<file path="src/rtl/hcsi_pkg.sv">
// constants shared by the host configuration and sequencer index logic
package hcsi_pkg;

  // ----------------------------------------------------------------
  // configuration space offsets (byte addresses)
  // ----------------------------------------------------------------
  localparam logic [7:0] CFG_COMMAND_OFFSET = 8'h04;
  localparam logic [7:0] CFG_MEM_BASE_OFFSET = 8'h10;
  localparam logic [7:0] CFG_INT_PIN_LINE_OFFSET = 8'h3C;

  // ----------------------------------------------------------------
  // command register fields
  // ----------------------------------------------------------------
  localparam int CMD_IO_ENABLE_BIT = 0;
  localparam int CMD_MEM_ENABLE_BIT = 1;
  localparam logic CMD_IO_ENABLE_RESET = 1'b0;
  localparam logic CMD_MEM_ENABLE_RESET = 1'b0;

  // ----------------------------------------------------------------
  // display memory base register fields
  // ----------------------------------------------------------------
  localparam int MEM_BASE_MSB = 31;
  localparam int MEM_BASE_LSB = 24;
  localparam int MEM_SPACE_BIT = 0;
  localparam logic [7:0] MEM_BASE_RESET = 8'h00;
  localparam logic MEM_SPACE_RESET = 1'b0;

  // ----------------------------------------------------------------
  // interrupt pin and line fields
  // ----------------------------------------------------------------
  localparam int INT_PIN_LSB = 8;
  localparam int INT_LINE_LSB = 0;
  localparam logic [7:0] INT_PIN_VALUE = 8'h01;
  localparam logic [7:0] INT_LINE_RESET = 8'h00;

  // ----------------------------------------------------------------
  // i/o port addresses
  // ----------------------------------------------------------------
  localparam logic [15:0] PORT_VGA_SLEEP = 16'h03C3;
  localparam logic [15:0] PORT_SEQ_INDEX = 16'h03C4;
  localparam logic [15:0] PORT_SEQ_DATA = 16'h03C5;
  localparam logic [15:0] PORT_ALT_SLEEP = 16'h46E8;

  // ----------------------------------------------------------------
  // sleep register fields
  // ----------------------------------------------------------------
  localparam int ALT_SLEEP_BIT = 3;
  localparam int VGA_SLEEP_BIT = 0;
  localparam logic SLEEP_ENABLE_RESET = 1'b1;

  // ----------------------------------------------------------------
  // sequencer index fields and extension indices
  // ----------------------------------------------------------------
  localparam logic [5:0] SEQ_INDEX_RESET = 6'h04;
  localparam logic [2:0] FINE_POS_RESET = 3'h0;
  localparam logic [5:0] SEQ_LAST_STANDARD = 6'h05;
  localparam logic [4:0] IDX_HORIZ_FINE = 5'h10;
  localparam logic [4:0] IDX_VERT_FINE = 5'h11;
  localparam logic [5:0] IDX_STRAP_STATUS = 6'h22;
  localparam logic [5:0] IDX_ICON_EXT = 6'h2A;
  localparam logic [5:0] IDX_CURSOR_EXT = 6'h2E;
  localparam int STRAP_STATUS_BIT = 5;
  localparam int ICON_EXT_BIT = 6;
  localparam int CURSOR_EXT_BIT = 0;

endpackage : hcsi_pkg

</file>
<file path="src/rtl/hcsi_host_regs.sv">
// host configuration registers, sleep ports and sequencer index
`timescale 1ns/100ps
//
// Behaviour
// - base and interrupt config registers exist and act only in pci mode
// - base bits 31:24 hold the 16-Mbyte display window; 23:1 reserved
// - base bit 0 reports space type, 0 memory, 1 i/o; resets 0
// - space bit writable on pci, read-only on local bus
// - memory cycles claimed in pci mode only while command memory enable is 1; local bus ignores the enable
// - interrupt pin field 15:8 reads 01h, read-only
// - interrupt line 7:0 is read/write scratch, resets zero
// - port ALTERNATE_SLEEP_CONTROL sleep register active only if strap pulled up at reset
// - without the strap, port 3C3 is the sleep register
// - strap status bit 5 reads 1 when the strap pull-up is present
// - sleep select 0: ignore memory and i/o except the active sleep port (ALTERNATE_SLEEP_CONTROL or 3C3), bios still served
// - sleep select 1, the reset value: device responds normally
// - port 3C4 holds 6-bit index choosing the register at 3C5
// - index above 5 selects the extension register set
// - index 10h or 11h: bits 4:0 index, bits 7:5 fine position
// - vertical position index: bits 7:5 set fine vertical offset
// - horizontal position index: bits 7:5 set fine horizontal offset
// - cursor extension bit 0 is cursor fine horizontal msb
// - icon extension bit 6 is icon fine horizontal msb

module hcsi_host_regs
  import hcsi_pkg::*;
(
  input wire logic clk,
  input wire logic reset,
  input wire logic pciMode,
  input wire logic sleepPortStrapPin,
  input wire logic cfgWrite,
  input wire logic cfgRead,
  input wire logic [7:0] cfgAddr,
  input wire logic [3:0] cfgByteEn,
  input wire logic [31:0] cfgWriteData,
  output logic [31:0] cfgReadData,
  output logic cfgReadValid,
  input wire logic ioWrite,
  input wire logic ioRead,
  input wire logic [15:0] ioAddr,
  input wire logic [7:0] ioWriteData,
  output logic [7:0] ioReadData,
  output logic ioReadValid,
  output logic ioClaim,
  input wire logic memCycle,
  input wire logic [31:0] memAddr,
  output logic memClaim,
  input wire logic biosCycle,
  output logic biosClaim,
  output logic deviceAwake,
  output logic [5:0] seqIndex,
  output logic extSelect,
  output logic seqDataWrite,
  output logic seqDataRead,
  output logic [3:0] cursorFineHoriz,
  output logic [3:0] iconFineHoriz,
  output logic [2:0] fineVert
);

  // ----------------------------------------------------------------
  // state
  // ----------------------------------------------------------------
  logic cmdIoEnable;
  logic cmdMemEnable;
  logic [7:0] memBase;
  logic memSpace;
  logic [7:0] intLine;
  logic altSleepSelect;
  logic vgaSleepSelect;
  logic [2:0] fineHorizLow;
  logic cursorExtBit;
  logic iconExtBit;
  logic strapped;
  logic strapTaken;

  // ----------------------------------------------------------------
  // strap capture
  // ----------------------------------------------------------------
  hcsi_strap_latch strapLatch (
    .clk(clk),
    .reset(reset),
    .strapPin(sleepPortStrapPin),
    .strapped(strapped),
    .strapTaken(strapTaken)
  );

  // ----------------------------------------------------------------
  // configuration decode
  // ----------------------------------------------------------------
  // config space decodes only in pci mode; reads elsewhere are answered with zero
  wire cfgLive = pciMode;
  wire cfgWrLive = cfgWrite && cfgLive;
  wire hitCommand = (cfgAddr == CFG_COMMAND_OFFSET);
  wire hitMemBase = (cfgAddr == CFG_MEM_BASE_OFFSET);
  wire hitIntRegs = (cfgAddr == CFG_INT_PIN_LINE_OFFSET);
  wire wrCommand = cfgWrLive && hitCommand && cfgByteEn[0];
  wire wrBaseHigh = cfgWrLive && hitMemBase && cfgByteEn[3];
  wire wrSpace = cfgWrLive && hitMemBase && cfgByteEn[0] && pciMode;
  wire wrIntLine = cfgWrLive && hitIntRegs && cfgByteEn[0];

  // read images, reserved bits as zero
  wire [31:0] cmdImage = {30'h0, cmdMemEnable, cmdIoEnable};
  wire [31:0] baseImage = {memBase, 23'h0, memSpace};
  wire [31:0] intImage = {16'h0, INT_PIN_VALUE, intLine};
  wire [31:0] cfgImage = !cfgLive ? 32'h0000_0000 :
                         hitCommand ? cmdImage :
                         hitMemBase ? baseImage :
                         hitIntRegs ? intImage : 32'h0000_0000;

  // ----------------------------------------------------------------
  // configuration registers
  // ----------------------------------------------------------------
  always_ff @(posedge clk or posedge reset) begin
    if (reset) begin
      cmdIoEnable <= CMD_IO_ENABLE_RESET;
      cmdMemEnable <= CMD_MEM_ENABLE_RESET;
    end else if (wrCommand) begin
      cmdIoEnable <= cfgWriteData[CMD_IO_ENABLE_BIT];
      cmdMemEnable <= cfgWriteData[CMD_MEM_ENABLE_BIT];
    end
  end

  // base address upper field
  always_ff @(posedge clk or posedge reset) begin
    if (reset) begin
      memBase <= MEM_BASE_RESET;
    end else if (wrBaseHigh) begin
      memBase <= cfgWriteData[MEM_BASE_MSB:MEM_BASE_LSB];
    end
  end

  // space type indicator
  always_ff @(posedge clk or posedge reset) begin
    if (reset) begin
      memSpace <= MEM_SPACE_RESET;
    end else if (wrSpace) begin
      memSpace <= cfgWriteData[MEM_SPACE_BIT];
    end
  end

  // interrupt line scratch byte
  always_ff @(posedge clk or posedge reset) begin
    if (reset) begin
      intLine <= INT_LINE_RESET;
    end else if (wrIntLine) begin
      intLine <= cfgWriteData[INT_LINE_LSB +: 8];
    end
  end

  // config read answer, one cycle later
  always_ff @(posedge clk or posedge reset) begin
    if (reset) begin
      cfgReadData <= 32'h0000_0000;
      cfgReadValid <= 1'b0;
    end else begin
      cfgReadValid <= cfgRead;
      if (cfgRead) begin
        cfgReadData <= cfgImage;
      end
    end
  end

  // ----------------------------------------------------------------
  // sleep control
  // ----------------------------------------------------------------
  // the strap picks which port holds the sleep bit
  wire altSleepPort = strapTaken && strapped;
  wire awake = altSleepPort ? altSleepSelect : vgaSleepSelect;

  // i/o enable is forced in local-bus mode
  wire ioEnabled = !pciMode || cmdIoEnable;
  wire memEnabled = !pciMode || cmdMemEnable;

  // port hits
  wire hitAltSleep = (ioAddr == PORT_ALT_SLEEP) && altSleepPort;
  wire hitVgaSleep = (ioAddr == PORT_VGA_SLEEP) && !altSleepPort;
  wire hitSeqIndex = (ioAddr == PORT_SEQ_INDEX);
  wire hitSeqData = (ioAddr == PORT_SEQ_DATA);

  // asleep, only the port holding the sleep bit answers, else the device could never wake
  wire liveAltSleep = ioEnabled && hitAltSleep;
  wire liveVgaSleep = ioEnabled && hitVgaSleep;
  wire liveNormal = ioEnabled && awake && (hitSeqIndex || hitSeqData);
  wire ioHit = liveAltSleep || liveVgaSleep || liveNormal;

  wire wrAltSleep = ioWrite && liveAltSleep;
  wire wrVgaSleep = ioWrite && liveVgaSleep;
  wire wrSeqIndex = ioWrite && liveNormal && hitSeqIndex;
  wire wrSeqData = ioWrite && liveNormal && hitSeqData;
  wire rdSeqData = ioRead && liveNormal && hitSeqData;

  // alternate sleep register bit
  always_ff @(posedge clk or posedge reset) begin
    if (reset) begin
      altSleepSelect <= SLEEP_ENABLE_RESET;
    end else if (wrAltSleep) begin
      altSleepSelect <= ioWriteData[ALT_SLEEP_BIT];
    end
  end

  // standard sleep register bit
  always_ff @(posedge clk or posedge reset) begin
    if (reset) begin
      vgaSleepSelect <= SLEEP_ENABLE_RESET;
    end else if (wrVgaSleep) begin
      vgaSleepSelect <= ioWriteData[VGA_SLEEP_BIT];
    end
  end

  // ----------------------------------------------------------------
  // sequencer index decode
  // ----------------------------------------------------------------
  // index 10h and 11h use five bits and carry the fine position above
  wire isHorizIdx = (ioWriteData[4:0] == IDX_HORIZ_FINE);
  wire isVertIdx = (ioWriteData[4:0] == IDX_VERT_FINE);
  wire isFineIdx = isHorizIdx || isVertIdx;
  wire [5:0] next_seqIndex = isFineIdx ? {1'b0, ioWriteData[4:0]} : ioWriteData[5:0];
  wire [2:0] writtenFine = ioWriteData[7:5];

  // extension index write strobes
  wire wrIconExt = wrSeqData && (seqIndex == IDX_ICON_EXT);
  wire wrCursorExt = wrSeqData && (seqIndex == IDX_CURSOR_EXT);

  // index register
  always_ff @(posedge clk or posedge reset) begin
    if (reset) begin
      seqIndex <= SEQ_INDEX_RESET;
    end else if (wrSeqIndex) begin
      seqIndex <= next_seqIndex;
    end
  end

  // fine horizontal offset, low three bits
  always_ff @(posedge clk or posedge reset) begin
    if (reset) begin
      fineHorizLow <= FINE_POS_RESET;
    end else if (wrSeqIndex && isHorizIdx) begin
      fineHorizLow <= writtenFine;
    end
  end

  // fine vertical offset in scanlines
  always_ff @(posedge clk or posedge reset) begin
    if (reset) begin
      fineVert <= FINE_POS_RESET;
    end else if (wrSeqIndex && isVertIdx) begin
      fineVert <= writtenFine;
    end
  end

  // fourth horizontal bits for cursor and icon
  always_ff @(posedge clk or posedge reset) begin
    if (reset) begin
      cursorExtBit <= 1'b0;
      iconExtBit <= 1'b0;
    end else begin
      if (wrCursorExt) begin
        cursorExtBit <= ioWriteData[CURSOR_EXT_BIT];
      end
      if (wrIconExt) begin
        iconExtBit <= ioWriteData[ICON_EXT_BIT];
      end
    end
  end

  // ----------------------------------------------------------------
  // i/o read data
  // ----------------------------------------------------------------
  // index port shows the last fine bits over the index
  wire [2:0] lastFine = (seqIndex[4:0] == IDX_VERT_FINE) ? fineVert : fineHorizLow;
  wire [7:0] idxImage = (seqIndex == {1'b0, IDX_HORIZ_FINE}) || (seqIndex == {1'b0, IDX_VERT_FINE}) ?
                        {lastFine, seqIndex[4:0]} : {2'b00, seqIndex};
  wire [7:0] strapImage = {2'b00, strapped, 5'h00};
  wire [7:0] iconImage = {1'b0, iconExtBit, 6'h00};
  wire [7:0] cursorImage = {7'h00, cursorExtBit};
  wire [7:0] dataImage = (seqIndex == IDX_STRAP_STATUS) ? strapImage :
                         (seqIndex == IDX_ICON_EXT) ? iconImage :
                         (seqIndex == IDX_CURSOR_EXT) ? cursorImage : 8'h00;
  wire [7:0] altImage = {4'h0, altSleepSelect, 3'h0};
  wire [7:0] vgaImage = {7'h00, vgaSleepSelect};
  wire [7:0] ioImage = hitSeqIndex ? idxImage :
                       hitSeqData ? dataImage :
                       hitAltSleep ? altImage :
                       hitVgaSleep ? vgaImage : 8'h00;

  // i/o read answer, one cycle later, zero when unclaimed
  always_ff @(posedge clk or posedge reset) begin
    if (reset) begin
      ioReadData <= 8'h00;
      ioReadValid <= 1'b0;
    end else begin
      ioReadValid <= ioRead;
      if (ioRead) begin
        ioReadData <= ioHit ? ioImage : 8'h00;
      end
    end
  end

  // ----------------------------------------------------------------
  // memory decode and outputs
  // ----------------------------------------------------------------
  // pci mode compares the window base; local bus is decoded outside
  wire baseMatch = (memAddr[MEM_BASE_MSB:MEM_BASE_LSB] == memBase);
  wire memHit = pciMode ? (baseMatch && !memSpace) : 1'b1;
  assign memClaim = memCycle && memHit && memEnabled && awake;

  // handshake strobes and decodes
  assign ioClaim = (ioWrite || ioRead) && ioHit;
  assign biosClaim = biosCycle;
  assign deviceAwake = awake;
  assign extSelect = (seqIndex > SEQ_LAST_STANDARD);
  assign seqDataWrite = wrSeqData;
  assign seqDataRead = rdSeqData;
  assign cursorFineHoriz = {cursorExtBit, fineHorizLow};
  assign iconFineHoriz = {iconExtBit, fineHorizLow};

endmodule : hcsi_host_regs

</file>
<file path="src/rtl/hcsi_strap_latch.sv">
// catches the sleep-port strap level once reset has been released
`timescale 1ns/100ps

module hcsi_strap_latch
  import hcsi_pkg::*;
(
  input wire logic clk,
  input wire logic reset,
  input wire logic strapPin,
  output logic strapped,
  output logic strapTaken
);

  // ----------------------------------------------------------------
  // capture on the first edge after release
  // ----------------------------------------------------------------
  // the pin is read by a clocked process only, never under the reset
  always_ff @(posedge clk or posedge reset) begin
    if (reset) begin
      strapped <= 1'b0;
      strapTaken <= 1'b0;
    end else if (!strapTaken) begin
      strapped <= strapPin;
      strapTaken <= 1'b1;
    end
  end

endmodule : hcsi_strap_latch

</file>
<file path="config.mk">
export PLATFORM = sky130hd
export DESIGN_NAME = hcsi_host_regs
export DESIGN_NICKNAME = d
export VERILOG_FILES = /design/src/rtl/hcsi_pkg.sv /design/src/rtl/hcsi_host_regs.sv /design/src/rtl/hcsi_strap_latch.sv
export SDC_FILE = /design/constraint.sdc
export NUM_CORES = 1
export LEC_CHECK = 0
export BUFFER_PORTS_ARGS = -buffer_cell sky130_fd_sc_hd__buf_4
export CORE_MARGIN = 2
export CORE_UTILIZATION = 39
export DETAILED_ROUTE_END_ITERATION = 8
export GPL_ROUTABILITY_DRIVEN = 0
export GPL_TIMING_DRIVEN = 1
export PLACE_DENSITY = 0.74
export SETUP_SLACK_MARGIN = 0.3
export SLEW_MARGIN = 10
export SYNTH_ARGS = -nofsm -noshare
export SYNTH_HDL_FRONTEND = slang
export SYNTH_SLANG_ARGS = --single-unit
</file>
<file path="constraint.sdc">
create_clock -name clk -period 2.1 [get_ports clk]
set_input_delay 0.21 -clock clk [delete_from_list [all_inputs] [get_ports clk]]
set_output_delay 0.21 -clock clk [all_outputs]
set_load 0.02 [all_outputs]
</file>
Word level (Yosys, flattened, before mapping)
Cells that the tools add are included.
{"block": "op_classes", "n_mul": 0, "n_div": 0, "muxes": 17, "n_eq_ne": 16, "magnitude_cmp": 1, "reduce_logical": 43, "add_sub_neg": 0, "shift": 0, "bitwise_logic": 0}
{"operator": "2-to-1 mux 32 bit", "count": 3}
{"operator": "== test 16 x 10 -> 1 bit (second input constant)", "count": 3}
{"operator": "logical AND 1 bit", "count": 32}
{"operator": "2-to-1 mux 8 bit", "count": 3}
{"operator": "2-to-1 mux 7 bit", "count": 3}
{"operator": "== test 6 bit (second input constant)", "count": 3}
{"operator": "== test 16 x 15 -> 1 bit (second input constant)", "count": 1}
{"operator": "== test 5 bit (second input constant)", "count": 3}
{"operator": "== test 6 x 5 -> 1 bit (second input constant)", "count": 2}
{"operator": "2-to-1 mux 9 bit", "count": 1}
{"operator": "== test 8 x 3 -> 1 bit (second input constant)", "count": 1}
{"operator": "== test 8 x 5 -> 1 bit (second input constant)", "count": 1}
{"operator": "== test 8 x 6 -> 1 bit (second input constant)", "count": 1}
{"operator": "== test 8 bit", "count": 1}
{"operator": "logical OR 1 bit", "count": 8}
{"operator": "> comparator 6 x 3 -> 1 bit (second input constant)", "count": 1}
{"operator": "2-to-1 mux 6 bit", "count": 1}
{"operator": "2-to-1 mux 1 bit", "count": 4}
{"operator": "2-to-1 mux 4 bit", "count": 1}
{"operator": "logical NOT 1 bit", "count": 3}
{"operator": "2-to-1 mux 3 bit", "count": 1}
{"block": "word_totals", "rom_bits": 0, "ff_bits": 79, "mem_bits_rw": 0, "inputBits": 110, "memories": 0, "out_inout_bits": 66, "latch_bits": 0}

Longest topological paths before layout
{"block": "logic_depth", "depth_word": 8, "mapped_depth": 7}

Cells and area by module
Synthesis repeated with hierarchy kept, for this count alone.
{"block": "hier_totals", "hier_cells": 276, "area_unflattened_um2": 3193.1}
{"module": "hcsi_host_regs", "n_inst": 1, "cells_each": 271, "seq_area_each_um2": 1555.2, "area_each_um2": 3120.5}
{"module": "hcsi_strap_latch", "n_inst": 1, "cells_each": 5, "seq_area_each_um2": 50.0, "area_each_um2": 72.6}

Worst setup path before layout
Ideal clock, no wire load.
{"block": "synth_timing", "path_kind": "reg-to-reg", "from": "reg seqIndex[1]", "to": "reg ioReadData[6]", "n_path_buf": 0, "path_slack_ns": 0.156, "setup_ns": 0.095, "t_arrival_ns": 1.849, "period_less_slack_ns": 1.944, "stages_incl_launch_ff": 6, "required_time_ns": 2.005, "cell_sequence": "dfrtp_1 > or4b_1 > or3b_2 > nor3_1 > a31oi_1 > o31ai_1"}
{"block": "synth_via", "elab_chain_len": 6}
{"element": "from (decl)", "line": "hcsi_host_regs.sv:52", "text": "output logic [5:0] seqIndex,"}
{"element": "from (signal assigned)", "line": "hcsi_host_regs.sv:230", "text": "seqIndex <= next_seqIndex;"}
{"element": "== test 6 bit", "line": "hcsi_host_regs.sv:278", "text": "(seqIndex == IDX_ICON_EXT) ? iconImage :"}
{"element": "2-to-1 mux 7 bit", "line": "hcsi_host_regs.sv:278"}
{"element": "2-to-1 mux 7 bit", "line": "hcsi_host_regs.sv:277", "text": "wire [7:0] dataImage = (seqIndex == IDX_STRAP_STATUS) ? strapImage :"}
{"element": "2-to-1 mux 7 bit", "line": "hcsi_host_regs.sv:283", "text": "hitSeqData ? dataImage :"}
{"element": "2-to-1 mux 8 bit *", "line": "hcsi_host_regs.sv:282", "text": "wire [7:0] ioImage = hitSeqIndex ? idxImage :"}
{"element": "2-to-1 mux 8 bit *", "line": "hcsi_host_regs.sv:295", "text": "ioReadData <= ioHit ? ioImage : 8'h00;"}
{"element": "to (signal assigned)", "line": "hcsi_host_regs.sv:295"}
{"element": "to (decl)", "line": "hcsi_host_regs.sv:43", "text": "output logic [7:0] ioReadData,"}
Every way passes the cells marked *; elsewhere a longest branch is shown, timed or not.
A chain may end at the register's enable or synchronous reset.

Worst setup path after layout
{"block": "layout_timing", "from": "reg memBase[3]", "to": "out memClaim"}
{"block": "layout_via", "elab_chain_len": 6}
{"element": "from (decl)", "line": "hcsi_host_regs.sv:66", "text": "logic [7:0] memBase;"}
{"element": "from (signal assigned)", "line": "hcsi_host_regs.sv:129", "text": "memBase <= cfgWriteData[MEM_BASE_MSB:MEM_BASE_LSB];"}
{"element": "== test 8 bit", "line": "hcsi_host_regs.sv:304", "text": "wire baseMatch = (memAddr[MEM_BASE_MSB:MEM_BASE_LSB] == memBase);"}
{"element": "logical AND 1 bit", "line": "hcsi_host_regs.sv:305", "text": "wire memHit = pciMode ? (baseMatch && !memSpace) : 1'b1;"}
{"element": "2-to-1 mux 1 bit", "line": "hcsi_host_regs.sv:305"}
{"element": "logical AND 1 bit (3 in a row)", "line": "hcsi_host_regs.sv:306", "text": "assign memClaim = memCycle && memHit && memEnabled && awake;"}
{"element": "to (decl)", "line": "hcsi_host_regs.sv:48", "text": "output logic memClaim,"}
No other way between the ends.

==> flow_metrics.py <==
metrics = {
    "global_route": {
        "grt_pass1_wl_mm": 13.2,
        "antenna_found_initial": 0,
        "grt_pass1_vias": 2682,
        "grt_use_total_pct": 19.2,
        "grt_max_degree": 38,
        "grt.overflow.total": 0,
    },
    "power_and_ir_drop": {
        "leakage_nw": 2.27,
        "powerDensity_nw_per_um2": 612,
        "ir_worst_vdd_v": 0.000476,
        "total_power_mw": 2.85,
    },
    "hold_path": {
        "hp-class": "in2reg",
        "holdPathEnd": "ioReadValid",
        "min_from": "ioRead",
        "hold_depth": 1,
    },
    "setup_path": {
        "worstPathMaxFanout": 3,
        "path_cells": "xnor2_1 > nand4_1 > nor4_2 > nand4b_1 > a21oi_1 > buf_4",
        "slowest_stage": "dfrtp_1",
        "r2r.worst_path.cells": 5,
        "crit_family": "simple AND/OR/NAND/NOR gates",
        "r2r-start": "seqIndex[1]",
        "cp-start-kind": "flip-flop",
        "end_kind": "output pin",
        "r2r_setup_slack_ns": 0.28,
        "arrival_ns": 1.70,
        "critPathRequiredTime_ns": 1.89,
        "crit_type": "reg2out",
        "reg2reg_to": "ioReadData[6]",
        "critical_path_buf_inv_count": 1,
        "max_stage_delay_ns": 0.41,
    },
    "clock_network": {
        "cts_tree": "yes",
        "clkSinkCount": 64,
        "cts.htree.levels": 3,
        "path_clk_slew_ns": 0.07,
        "cts_buffer_depth": 2,
        "clk-insertion-delay-late_ns": 0.34,
        "cts_root_buf": "clkbuf_8",
        "cts_made_buffers": 9,
    },
    "sta": {
        "skew_ns": 0.00305,
        "setup_viol": 0,
        "clock.fmax_mhz": 525,
        "setup_tns_ns": 0,
        "tightest_slew_ns": 0.644,
        "fin_crit_sh_pct": 90.8,
        "drv_slew": 0,
        "maxSlewHeadroom_pct": 57.0,
        "rsz0062_at_grt": "true",
        "finalHoldViolCount": 0,
        "fin_crit_ns": 1.91,
    },
    "route": {
        "ant_nets": 0,
        "dr_total_vias": 2724,
        "wl_per_cell_um": 15.7,
        "drtIter0Drc": 59,
        "vias_per_cell": 5.21,
        "dr.pass1.iters": 4,
        "drc": 0,
        "drt_wl_total_mm": 8.22,
    },
    "placed_design": {
        "portBuffers": 116,
        "dp.cells": 498,
        "dpl.hpwl_mm": 6.11,
    },
    "yosys": {
        "synth_area_per_cell_um2": 11.5,
        "ys_seq_elements": 64,
        "synthArstFlopShare_pct": 100,
        "synth_cell_type_count": 58,
        "yosysSeqAreaShare_pct": 50.4,
        "synth_top_flop_cell": "dfrtp_1",
        "synth_edf_count": 0,
        "syn_area_um2": 3180,
        "synthCells": 276,
        "synth_warnings": 0,
    },
    "floorplanning": {
        "start_util_pct": 40.8,
        "rows": 32,
        "die_h_um": 94.3,
        "dieArea_um2": 8900,
        "pin_count": 176,
        "coreArea_um2": 7810,
        "die_width_um": 94.3,
    },
    "cells_and_area": {
        "instances_no_fill": 523,
        "final_nets": 526,
        "n_antenna_cell": 0,
        "flow.area_growth_from_synthesis_pct": 46.1,
        "n_fill_cell": 645,
        "drive_gt1_share_pct": 52.3,
    },
    "status": {
        "status": "finished clean",
    },
    "run": {
        "cap_violations": 0,
    },
}
## routing by layer
layer	vias up	wire [µm]	GRT usage, %
li1	1260	-	-
met1	1324	3400	24.8
met2	131	4050	31.6
met3	9	700	5.35
met4	0	75	6.04
met5	-	0	0
## cells by family (layout without fill, tap and decap cells)
| family | after synthesis | in the layout | share of synthesized area, % |
|---|---|---|---|
| and+or+nand+nor | 84 | 84 | 17.7 |
| DFF | 64 | 64 | 50.4 |
| AOI/OAI and AO/OA | 42 | 42 | 9.95 |
| muxes | 35 | 35 | 12.2 |
| other | 2 | 16 | 0.236 |
| buffers and inverters | 41 | 172 | 7.31 |
| xor gates and xnor gates | 8 | 8 | 2.20 |
## cells in the mapped netlist, types with 4 or more instances
cell type | number | share of area (%)
nand3_1 | 8 | 1.3
mux2_2 | 29 | 10
nor2_1 | 8 | 0.94
a22o_1 | 14 | 3.9
o21ai_0 | 7 | 1.1
nand4_1 | 8 | 1.6
inv_1 | 13 | 1.5
xnor2_1 | 5 | 1.4
dfrtp_1 | 61 | 48
nand2_1 | 11 | 1.3
nand2b_1 | 7 | 1.4
clkbuf_1 | 6 | 0.71
mux2i_1 | 4 | 1.3
nor3_1 | 10 | 1.6
buf_4 | 21 | 5.0
## state kept, by name, indices dropped and copies added (netlist names)
name / cells
ioReadData: 8
cfgReadValid: 1
cmdIoEnable: 1
memBase: 8
ioReadValid: 1
seqIndex: 6
cfgReadData: 17
fineVert: 3
cursorExtBit: 1
memSpace: 1
cmdMemEnable: 1
fineHorizLow: 3
iconExtBit: 1
altSleepSelect: 1
strapLatch.strapTaken: 1
vgaSleepSelect: 1
strapLatch.strapped: 1
intLine: 8
## placed cells by master (no fill, tap or decap), drive strengths merged, types with 5 or more instances in the layout
| master | instances |
|---|---|
| a22o | 14 |
| buf | 140 |
| clkbuf | 11 |
| conb | 16 |
| dfrtp | 61 |
| inv | 12 |
| mux2 | 31 |
| nand2 | 11 |
| nand2b | 7 |
| nand3 | 8 |
| nand4 | 9 |
| nor2 | 9 |
| nor3 | 11 |
| o21ai | 7 |
| xnor2 | 5 |
## worst max path at each step
stage | start | endpoint | slack (ns) | depth (start not counted)
5_1_grt | memBase[2] | memClaim | 0.07 | 6
3_3_place_gp | cfgAddr[1] | memBase[1] | 0.03 | 6
2_1_floorplan | seqIndex[1] | ioReadData[6] | 0.18 | 5
4_1_cts | memBase[7] | memClaim | 0.17 | 6
6_report | memBase[3] | memClaim | 0.19 | 6
3_5_place_dp | cfgAddr[1] | memBase[6] | 0.02 | 6
## worst reg2reg max path: stages (launching register included)
cell	delay [ns]
dfrtp_2	0.41
or4b_4	0.54
or3b_4	0.41
nor3_2	0.11
a31oi_1	0.07
o31ai_1	0.19
## per-stage QoR
step	utilization (%)	worst slack (ns)	hold slack, ns	area, µm²
floorplan	-	0.176	0.241	3250
global placement	53.9	0.0304	0.326	4210
detailed placement	53.9	0.0237	0.334	4210
CTS	58.6	0.167	0.0732	4580
global route	59.6	0.0721	0.0784	4650
finish	59.6	0.194	0.0926	4650
## repair_timing
action,in CTS,in global routing
hold endpoints to repair,25,0
hold buffers,2,0
pin swaps,3,3
setup endpoints to repair,14,13
gates cloned,0,0
buffers inserted,3,4
gates resized for setup,15,8
## power breakdown
group	switching (mW)	total [mW]	internal [mW]
Combinational	0.135	0.259	0.124
Sequential	0.00641	1.25	1.24
Clock	0.487	1.34	0.851
Total	0.628	2.85	2.22
## final cells by class
class / instances / area [µm²] / share of cell area (%)
sequential: 64 / 1610 / 34.5
multi-input combinational: 185 / 1520 / 32.7
timing repair buffer: 142 / 1090 / 23.4
clock buffer: 11 / 151 / 3.26
tap: 102 / 128 / 2.74
clock inverter: 5 / 103 / 2.21
inverter: 14 / 56.3 / 1.21
No activity file was read; power rests on OpenSTA's default activity.
